`src/shared/rdc_pkg.sv`:
```
/*
 * Constants and types for the redriver configuration register bank.
 * Assumes byte-wide register addressing from an external two-wire serial engine.
 */
package rdc_pkg;

  // Register sub-addresses
  localparam logic [7:0] RDC_OFS_GENERAL_CONTROL = 8'h0a;
  localparam logic [7:0] RDC_OFS_DP_EQ_LANES_ONE_THREE = 8'h10;
  localparam logic [7:0] RDC_OFS_DP_EQ_LANES_ZERO_TWO = 8'h11;
  localparam logic [7:0] RDC_OFS_DP_SNOOP_STATUS = 8'h12;
  localparam logic [7:0] RDC_OFS_DP_LANE_CONTROL = 8'h13;

  // General control fields
  localparam int RDC_GEN_CFG_LSB = 0;
  localparam int RDC_GEN_CFG_MSB = 1;
  localparam int RDC_GEN_SWAP_BIT = 2;
  localparam int RDC_GEN_DPSRC_BIT = 3;
  localparam int RDC_GEN_EQSRC_BIT = 4;
  localparam logic [4:0] RDC_GEN_RESET = 5'h01;

  // Snoop status fields
  localparam int RDC_SNP_LCNT_LSB = 0;
  localparam int RDC_SNP_LCNT_MSB = 4;
  localparam int RDC_SNP_PWR_LSB = 5;
  localparam int RDC_SNP_PWR_MSB = 6;

  // Lane control fields
  localparam int RDC_LCTL_OFF_LSB = 0;
  localparam int RDC_LCTL_OFF_MSB = 3;
  localparam int RDC_LCTL_SBU_LSB = 4;
  localparam int RDC_LCTL_SBU_MSB = 5;
  localparam int RDC_LCTL_SNOOPDIS_BIT = 7;
  localparam logic [7:0] RDC_LCTL_WMASK = 8'hbf;

  // Lane configuration codes
  localparam logic [1:0] RDC_CFG_OFF = 2'h0;
  localparam logic [1:0] RDC_CFG_USB = 2'h1;
  localparam logic [1:0] RDC_CFG_DP4 = 2'h2;
  localparam logic [1:0] RDC_CFG_DP2_USB = 2'h3;
  localparam logic [3:0] RDC_DP2_LANE_MASK = 4'h3;

  // Snooped sink addresses and values
  localparam logic [19:0] RDC_DPCD_POWER_STATE = 20'h00600;
  localparam logic [19:0] RDC_DPCD_LANE_COUNT = 20'h00101;
  localparam logic [1:0] RDC_PWR_ACTIVE = 2'h1;

  localparam int RDC_LANES = 4;
  localparam int RDC_EQ_W = 4;

  typedef enum logic [2:0] {
    RDC_ST_IDLE = 3'b001,
    RDC_ST_SUBADDR = 3'b010,
    RDC_ST_XFER = 3'b100
  } rdc_state_e;

  typedef struct packed {
    rdc_state_e st;
    logic [7:0] ptr;
    logic [7:0] rdata;
    logic rvalid;
    logic [4:0] gen;
    logic [7:0] lctl;
    logic [1:0] pwr;
    logic [4:0] lcnt;
    logic cfg_hi_d;
    logic [3:0] lane_en;
    logic usb_en;
  } rdc_main_s;

  typedef struct packed {
    logic [3:0] level;
  } rdc_lane_s;

endpackage : rdc_pkg

```
`src/rtl/rdc_lane_eq.sv`:
```
/*
 * One DisplayPort lane equalization field.
 * Assumes the strap code is already decoded and synchronous to ref_clk.
 */
module rdc_lane_eq
  import rdc_pkg::*;
(
  // Clock and reset
  input wire logic ref_clk,
  input wire logic sys_rst,
  // Control
  input wire logic eq_source_from_regs,
  input wire logic [RDC_EQ_W-1:0] strap_code,
  input wire logic wr_en,
  input wire logic [RDC_EQ_W-1:0] wr_data,
  // Field value
  output logic [RDC_EQ_W-1:0] eq_level
);

  rdc_lane_s s_r;
  rdc_lane_s s_nxt;

  always_comb begin
    s_nxt = s_r;
    if (!eq_source_from_regs) begin
      // Software writes are overwritten by the strap image in pin mode
      s_nxt.level = strap_code;
    end else if (wr_en) begin
      s_nxt.level = wr_data;
    end
  end

  always_ff @(posedge ref_clk) begin
    if (sys_rst) begin
      s_r <= '0;
    end else begin
      s_r <= s_nxt;
    end
  end

  assign eq_level = s_r.level;

endmodule : rdc_lane_eq

```
`src/rtl/rdc_regs.sv`:
```
/*
 * Configuration and status register bank of a sink-side redriving crosspoint.
 * Assumes a byte-level serial engine outside that frames transactions, and
 * AUX snoop logic that presents decoded sink writes as one-cycle strobes.
 */
// What this block does
// - Reset loads 01 general, zeros at 10-12.
// - Bit 3 picks DP enable source.
// - Lane config decodes off, USB, DP4, DP2+USB.
// - Four 4-bit lane EQ fields, reset zero.
// - Pin mode: EQ fields follow strap pins.
// - Register mode: EQ follows software writes.
// - Capture snooped sink power state, read-only.
// - Upper config bit falling clears power state.
// - Capture snooped lane count, read-only.
// - Snoop on: enable only counted lanes.
// - Upper config bit falling clears lane count.
// - Snoop off: force-off bits clear lane enables.
// - Force-off ignored while snooping enabled.
// - Sub-address byte, then data, pointer advances.
// - Reads start at pointer, continue until stop.
module rdc_regs
  import rdc_pkg::*;
(
  // Clock and reset
  input wire logic ref_clk,
  input wire logic sys_rst,
  // Byte port from the serial engine
  input wire logic txn_start,
  input wire logic txn_read,
  input wire logic txn_stop,
  input wire logic wr_byte_valid,
  input wire logic [7:0] wr_byte,
  input wire logic rd_byte_req,
  output logic [7:0] rd_byte,
  output logic rd_byte_valid,
  // Pins
  input wire logic dp_request_pin,
  input wire logic [3:0] dp_eq_strap_pins,
  // AUX snoop
  input wire logic aux_wr_valid,
  input wire logic [19:0] aux_wr_addr,
  input wire logic [7:0] aux_wr_data,
  // Datapath control
  output logic [3:0] lane0_eq_level,
  output logic [3:0] lane1_eq_level,
  output logic [3:0] lane2_eq_level,
  output logic [3:0] lane3_eq_level,
  output logic [3:0] dp_lane_enable,
  output logic usb_enable,
  output logic orientation_swap,
  output logic [1:0] aux_sbu_override
);

  rdc_main_s s_r;
  rdc_main_s s_nxt;

  logic [RDC_EQ_W-1:0] eq_lvl [RDC_LANES];
  logic [RDC_LANES-1:0] eq_wr;
  logic [RDC_EQ_W-1:0] eq_wdat [RDC_LANES];
  logic reg_wr;
  logic [7:0] rd_mux;
  logic [1:0] lane_config_select;
  logic lane_config_upper_bit;
  logic eq_source_from_regs;
  logic dp_enable_source_sel;
  logic aux_snoop_disable;
  logic [3:0] lane_force_off;
  logic dp_active;
  logic [3:0] cfg_lanes;
  logic [3:0] snoop_lanes;
  logic [3:0] lane_en_calc;

  assign lane_config_select = s_r.gen[RDC_GEN_CFG_MSB:RDC_GEN_CFG_LSB];
  assign lane_config_upper_bit = lane_config_select[1];
  assign eq_source_from_regs = s_r.gen[RDC_GEN_EQSRC_BIT];
  assign dp_enable_source_sel = s_r.gen[RDC_GEN_DPSRC_BIT];
  assign aux_snoop_disable = s_r.lctl[RDC_LCTL_SNOOPDIS_BIT];
  assign lane_force_off = s_r.lctl[RDC_LCTL_OFF_MSB:RDC_LCTL_OFF_LSB];

  // A data byte is only a register write once the sub-address is in
  assign reg_wr = wr_byte_valid && !txn_stop && !txn_start && (s_r.st == RDC_ST_XFER);

  // Odd lanes live at 10h and even lanes at 11h;
  // lanes 0 and 1 take the high nibble, lanes 2 and 3 the low nibble.
  for (genvar i = 0; i < RDC_LANES; i++) begin : g_lane
    localparam logic [7:0] OFS = (i % 2 == 1) ? RDC_OFS_DP_EQ_LANES_ONE_THREE
                                              : RDC_OFS_DP_EQ_LANES_ZERO_TWO;
    localparam bit HI = (i < 2);
    assign eq_wr[i] = reg_wr && (s_r.ptr == OFS);
    assign eq_wdat[i] = HI ? wr_byte[7:4] : wr_byte[3:0];
    rdc_lane_eq u_eq (
      .ref_clk(ref_clk),
      .sys_rst(sys_rst),
      .eq_source_from_regs(eq_source_from_regs),
      .strap_code(dp_eq_strap_pins),
      .wr_en(eq_wr[i]),
      .wr_data(eq_wdat[i]),
      .eq_level(eq_lvl[i])
    );
  end

  // Read image, reserved bits and unmapped addresses return zero
  always_comb begin
    rd_mux = 8'h00;
    case (s_r.ptr)
      RDC_OFS_GENERAL_CONTROL: rd_mux = {3'h0, s_r.gen};
      RDC_OFS_DP_EQ_LANES_ONE_THREE: rd_mux = {eq_lvl[1], eq_lvl[3]};
      RDC_OFS_DP_EQ_LANES_ZERO_TWO: rd_mux = {eq_lvl[0], eq_lvl[2]};
      RDC_OFS_DP_SNOOP_STATUS: rd_mux = {1'b0, s_r.pwr, s_r.lcnt};
      RDC_OFS_DP_LANE_CONTROL: rd_mux = s_r.lctl & RDC_LCTL_WMASK;
      default: rd_mux = 8'h00;
    endcase
  end

  // Lane enable derivation
  always_comb begin
    dp_active = dp_enable_source_sel ? dp_request_pin : lane_config_upper_bit;
    cfg_lanes = 4'h0;
    case (lane_config_select)
      RDC_CFG_OFF: cfg_lanes = 4'h0;
      RDC_CFG_USB: cfg_lanes = 4'h0;
      RDC_CFG_DP4: cfg_lanes = 4'hf;
      RDC_CFG_DP2_USB: cfg_lanes = RDC_DP2_LANE_MASK;
      default: cfg_lanes = 4'h0;
    endcase
    // Sink lane count 1, 2 or 4; anything else leaves the lanes powered down
    snoop_lanes = 4'h0;
    case (s_r.lcnt)
      5'h01: snoop_lanes = 4'h1;
      5'h02: snoop_lanes = 4'h3;
      5'h04: snoop_lanes = 4'hf;
      default: snoop_lanes = 4'h0;
    endcase
    if (s_r.pwr != RDC_PWR_ACTIVE) begin
      snoop_lanes = 4'h0;
    end
    if (aux_snoop_disable) begin
      lane_en_calc = cfg_lanes & ~lane_force_off;
    end else begin
      // Force-off bits have no say here
      lane_en_calc = cfg_lanes & snoop_lanes;
    end
    if (!dp_active) begin
      lane_en_calc = 4'h0;
    end
  end

  always_comb begin
    s_nxt = s_r;
    s_nxt.rvalid = 1'b0;
    s_nxt.cfg_hi_d = lane_config_upper_bit;
    s_nxt.lane_en = lane_en_calc;
    s_nxt.usb_en = (lane_config_select == RDC_CFG_USB)
                || (lane_config_select == RDC_CFG_DP2_USB);

    // Snoop capture; a falling upper config bit clears, a same-cycle capture wins
    if (s_r.cfg_hi_d && !lane_config_upper_bit) begin
      s_nxt.pwr = 2'h0;
      s_nxt.lcnt = 5'h00;
    end
    if (aux_wr_valid && aux_wr_addr == RDC_DPCD_POWER_STATE) begin
      s_nxt.pwr = aux_wr_data[1:0];
    end
    if (aux_wr_valid && aux_wr_addr == RDC_DPCD_LANE_COUNT) begin
      s_nxt.lcnt = aux_wr_data[4:0];
    end

    // Byte port sequencing; stop beats start beats a byte
    case (s_r.st)
      RDC_ST_IDLE: begin
        if (txn_start && !txn_stop) begin
          s_nxt.st = txn_read ? RDC_ST_XFER : RDC_ST_SUBADDR;
        end
      end
      RDC_ST_SUBADDR: begin
        if (txn_stop) begin
          s_nxt.st = RDC_ST_IDLE;
        end else if (txn_start) begin
          s_nxt.st = txn_read ? RDC_ST_XFER : RDC_ST_SUBADDR;
        end else if (wr_byte_valid) begin
          s_nxt.ptr = wr_byte;
          s_nxt.st = RDC_ST_XFER;
        end
      end
      RDC_ST_XFER: begin
        if (txn_stop) begin
          s_nxt.st = RDC_ST_IDLE;
        end else if (txn_start) begin
          s_nxt.st = txn_read ? RDC_ST_XFER : RDC_ST_SUBADDR;
        end else if (wr_byte_valid) begin
          case (s_r.ptr)
            RDC_OFS_GENERAL_CONTROL: s_nxt.gen = wr_byte[4:0];
            RDC_OFS_DP_LANE_CONTROL: s_nxt.lctl = wr_byte & RDC_LCTL_WMASK;
            default: s_nxt.gen = s_r.gen;
          endcase
          s_nxt.ptr = s_r.ptr + 8'h01;
        end else if (rd_byte_req) begin
          s_nxt.rdata = rd_mux;
          s_nxt.rvalid = 1'b1;
          s_nxt.ptr = s_r.ptr + 8'h01;
        end
      end
      default: s_nxt.st = RDC_ST_IDLE;
    endcase
  end

  always_ff @(posedge ref_clk) begin
    if (sys_rst) begin
      s_r.st <= RDC_ST_IDLE;
      s_r.ptr <= 8'h00;
      s_r.rdata <= 8'h00;
      s_r.rvalid <= 1'b0;
      s_r.gen <= RDC_GEN_RESET;
      s_r.lctl <= 8'h00;
      s_r.pwr <= 2'h0;
      s_r.lcnt <= 5'h00;
      s_r.cfg_hi_d <= 1'b0;
      s_r.lane_en <= 4'h0;
      s_r.usb_en <= 1'b0;
    end else begin
      s_r <= s_nxt;
    end
  end

  assign rd_byte = s_r.rdata;
  assign rd_byte_valid = s_r.rvalid;
  assign lane0_eq_level = eq_lvl[0];
  assign lane1_eq_level = eq_lvl[1];
  assign lane2_eq_level = eq_lvl[2];
  assign lane3_eq_level = eq_lvl[3];
  assign dp_lane_enable = s_r.lane_en;
  assign usb_enable = s_r.usb_en;
  assign orientation_swap = s_r.gen[RDC_GEN_SWAP_BIT];
  assign aux_sbu_override = s_r.lctl[RDC_LCTL_SBU_MSB:RDC_LCTL_SBU_LSB];

endmodule : rdc_regs

```
`config.mk`:
```
export PLATFORM = sky130hd
export DESIGN_NAME = rdc_regs
export DESIGN_NICKNAME = d
export VERILOG_FILES = /design/src/shared/rdc_pkg.sv /design/src/rtl/rdc_lane_eq.sv /design/src/rtl/rdc_regs.sv
export SDC_FILE = /design/constraint.sdc
export NUM_CORES = 1
export LEC_CHECK = 0
export BUFFER_PORTS_ARGS = -buffer_cell sky130_fd_sc_hd__buf_2
export CAP_MARGIN = 20
export CORE_MARGIN = 1.5
export CORE_UTILIZATION = 30
export CTS_CLUSTER_DIAMETER = 30
export DETAILED_ROUTE_END_ITERATION = 12
export PLACE_DENSITY = 0.52
export SETUP_SLACK_MARGIN = 0.15
export SLEW_MARGIN = 10
export SYNTH_ARGS = -nofsm -noshare
export SYNTH_HDL_FRONTEND = slang
export SYNTH_SLANG_ARGS = --single-unit
```
`constraint.sdc`:
```
create_clock -name ref_clk -period 2.7 [get_ports ref_clk]
set_input_delay 0.54 -clock ref_clk [delete_from_list [all_inputs] [get_ports ref_clk]]
set_output_delay 0.54 -clock ref_clk [all_outputs]
set_load 0.05 [all_outputs]
```
==> impl_metrics.tcl <==
set metrics [dict create \
    htree_levels 3 \
    numCtsBuffers 9 \
    status "completed" \
    vias 3030 \
    die_area_um2 11580 \
    ant_nets 0 \
    hold_class "reg -> reg" \
    crit_arrival_ps 2540 \
    worst_slack_ps 411.6 \
    start_kind "register" \
    hold_viol 0 \
    place_congestion 0.8062 \
    synthDistinctLibCells 57 \
    ir_drop_v 0.0001893 \
    place_area_um2 3657 \
    final_cell_mix "buf_2 (78), dfxtp_1 (61), nand2_1 (36), a21oi_1 (34), nor2_1 (33)" \
    clk_latency_ps 340 \
    dp.cells 566 \
    fill_cells 1152 \
    die_w_um 107.6 \
    fin_tns_setup_ps 0 \
    antenna_found_initial 0 \
    wire_per_inst_um 16.22 \
    synth_seq_area_share_pct 37.18 \
    ys.warnings.count 0 \
    cp-end-kind "register" \
    post-place-ws_ps 431.3 \
    powerDensity_nw_per_um2 483.7 \
    clkSlewWorstSetupHoldPaths_ps 70 \
    slew_viol_final 0 \
    num_rows 38 \
    grt_overflow 0 \
    yosys.area.top_type "dfxtp_1" \
    ios 82 \
    synth_cells 382 \
    postLayoutCellArea_um2 3816 \
    drive_above_1_share_pct 25.11 \
    min_path_cells 2 \
    worstRegToRegCells 5 \
    crit_required_ps 2950 \
    grtUsageTotal_pct 16.93 \
    whs_ps 450.4 \
    synth_area_leaders "dfxtp_1 (37%), a21oi_1 (5.2%), nand2_1 (4.1%), nor2_1 (3.8%), mux2i_1 (3.7%)" \
    n_antenna_cell 0 \
    cts_resized 0 \
    path_class "reg -> reg" \
    min_period_over_period_pct 84.76 \
    cts_root_buf "clkbuf_8" \
    layout.cells.non_filler 582 \
    cp_max_fo 16 \
    synth-async-reset-ratio_pct 0 \
    relSlewSlack_pct 53.98 \
    finalSetupViolCount 0 \
    die-height_um 107.6 \
    sequential_cell_area_um2 1221 \
    port-buffer-count 78 \
    syn_nets 435 \
    ys_ff_latch 61 \
    clock-sinks 61 \
    grt_max_degree 25 \
    routed_wirelength_um 9441 \
    skew_ps 5.951 \
    via_per_inst 5.206 \
    netlist_area_um2 3284 \
    p_leak_uw 0.001450 \
    drv_cap 0 \
    avgSynthCellArea_um2 8.598 \
    syn2layout_area_growth_pct 16.19 \
    synth-main-ff-cell "dfxtp_1" \
    first_pass_iters 4 \
    tightest_slew_ps 687.0 \
    nets 490 \
    first_iter_violations 135 \
    clockBufferDepth 2 \
    multiInputGateArea_um2 1784 \
    grt_pass1_vias 2916 \
    remaining_drc_errors 0 \
    synth_top_area_share_pct 37.18 \
    final_common_cell "buf_2" \
    grt_pass1_wl_um 15010 \
    initial_utilization_pct 30.57 \
    post_cts_buffers 0 \
    fmax_ghz 0.4370 \
    cts_tree "yes" \
    core_um2 10750 \
    synth_edf_count 0 \
    finalCriticalPeriod_ps 2288 \
    hpwlAfterDp_um 7066 \
    grt_setup_unrepaired "false" \
    postCtsHoldBufs 0 \
]
power by group:
group | leakage [uW] | internal (uW) | switching, uW
sequential | 0.000497 | 918 | 23.0
combinational | 0.000870 | 78.1 | 141
clock | 0.0000829 | 327 | 359
total | 0.00145 | 1320 | 523
layer usage:
layer  part of all wire, %  track usage [%]  vias to the layer above
met2                    46            27.30                      119
met1                    47            22.54                     1380
met3                   5.8            4.600                       12
met5                     0                0                        -
li1                      -                -                     1519
met4                   1.1            3.759                        0
logic make-up after synthesis:
kind of cell,count (synthesis),share of synthesized area [%]
AOI/OAI and AO/OA,118,26.25
xor gates and xnor gates,2,0.5334
adders and majority gates,4,1.524
buffers and inverters,52,8.495
DFF,61,37.18
muxes,12,3.657
and+or+nand+nor,133,22.36
flip-flops by register name (all words and copies together) (netlist names):
signal,count
lane_force_off,4
rd_byte,8
rd_byte_valid,1
lane_config_select,2
dp_enable_source_sel,1
orientation_swap,1
aux_snoop_disable,1
aux_sbu_override,2
dp_lane_enable,4
eq_source_from_regs,1
usb_enable,1
s_r,19
g_lane.u_eq.eq_level,16
worst paths after layout:
check / slack (ps) / end / start
worst min register to register: 450 / rd_byte[1]$_SDFFE_PP0P_ / rd_byte[1]$_SDFFE_PP0P_
worst max-delay path: 410 / g_lane[0].u_eq.eq_level[2]$_SDFFE_PP0P_ / s_r[45]$_SDFFE_PP0P_
worst max register to register: 410 / g_lane[0].u_eq.eq_level[2]$_SDFFE_PP0P_ / s_r[45]$_SDFFE_PP0P_
worst min-delay path: 450 / rd_byte[1]$_SDFFE_PP0P_ / rd_byte[1]$_SDFFE_PP0P_
per-stage QoR:
step	power [uW]	util, %
2_1_floorplan	1101	-
3_3_place_gp	1180	34.04
3_5_place_dp	1182	34.04
4_1_cts	1872	35.51
5_1_grt	1934	35.51
6_report	1846	35.51
critical path: stages (launching register included):
cell and delay [ps]:
dfxtp_1 540, or3b_2 690, o41ai_4 410, buf_4 270
nor2_1 60, a211oi_1 210
final cells by class:
cell class              instances  share of cell area (%)
flip-flops and latches         61                   32.00
clock buffers                  11                   3.443
well taps                     140                   4.590
clock inverters                 5                  0.7213
repair buffers                 83                   11.21
inverters                      13                   1.279
multi-input cells             269                   46.75
synthesized netlist by cell type (4+ instances only):
cell,count
a211oi_1,13
a211oi_2,4
a21oi_1,34
a22oi_1,12
a32o_1,7
buf_2,4
buf_4,15
clkbuf_1,16
dfxtp_1,61
ha_1,4
inv_1,13
mux2i_1,12
nand2_1,36
nand2b_1,6
nand3_1,4
nand3b_1,4
nand4_1,9
nor2_1,33
nor2b_1,9
nor3_1,6
o211ai_1,13
o21ai_0,14
No activity file was read; power rests on OpenSTA's default activity.
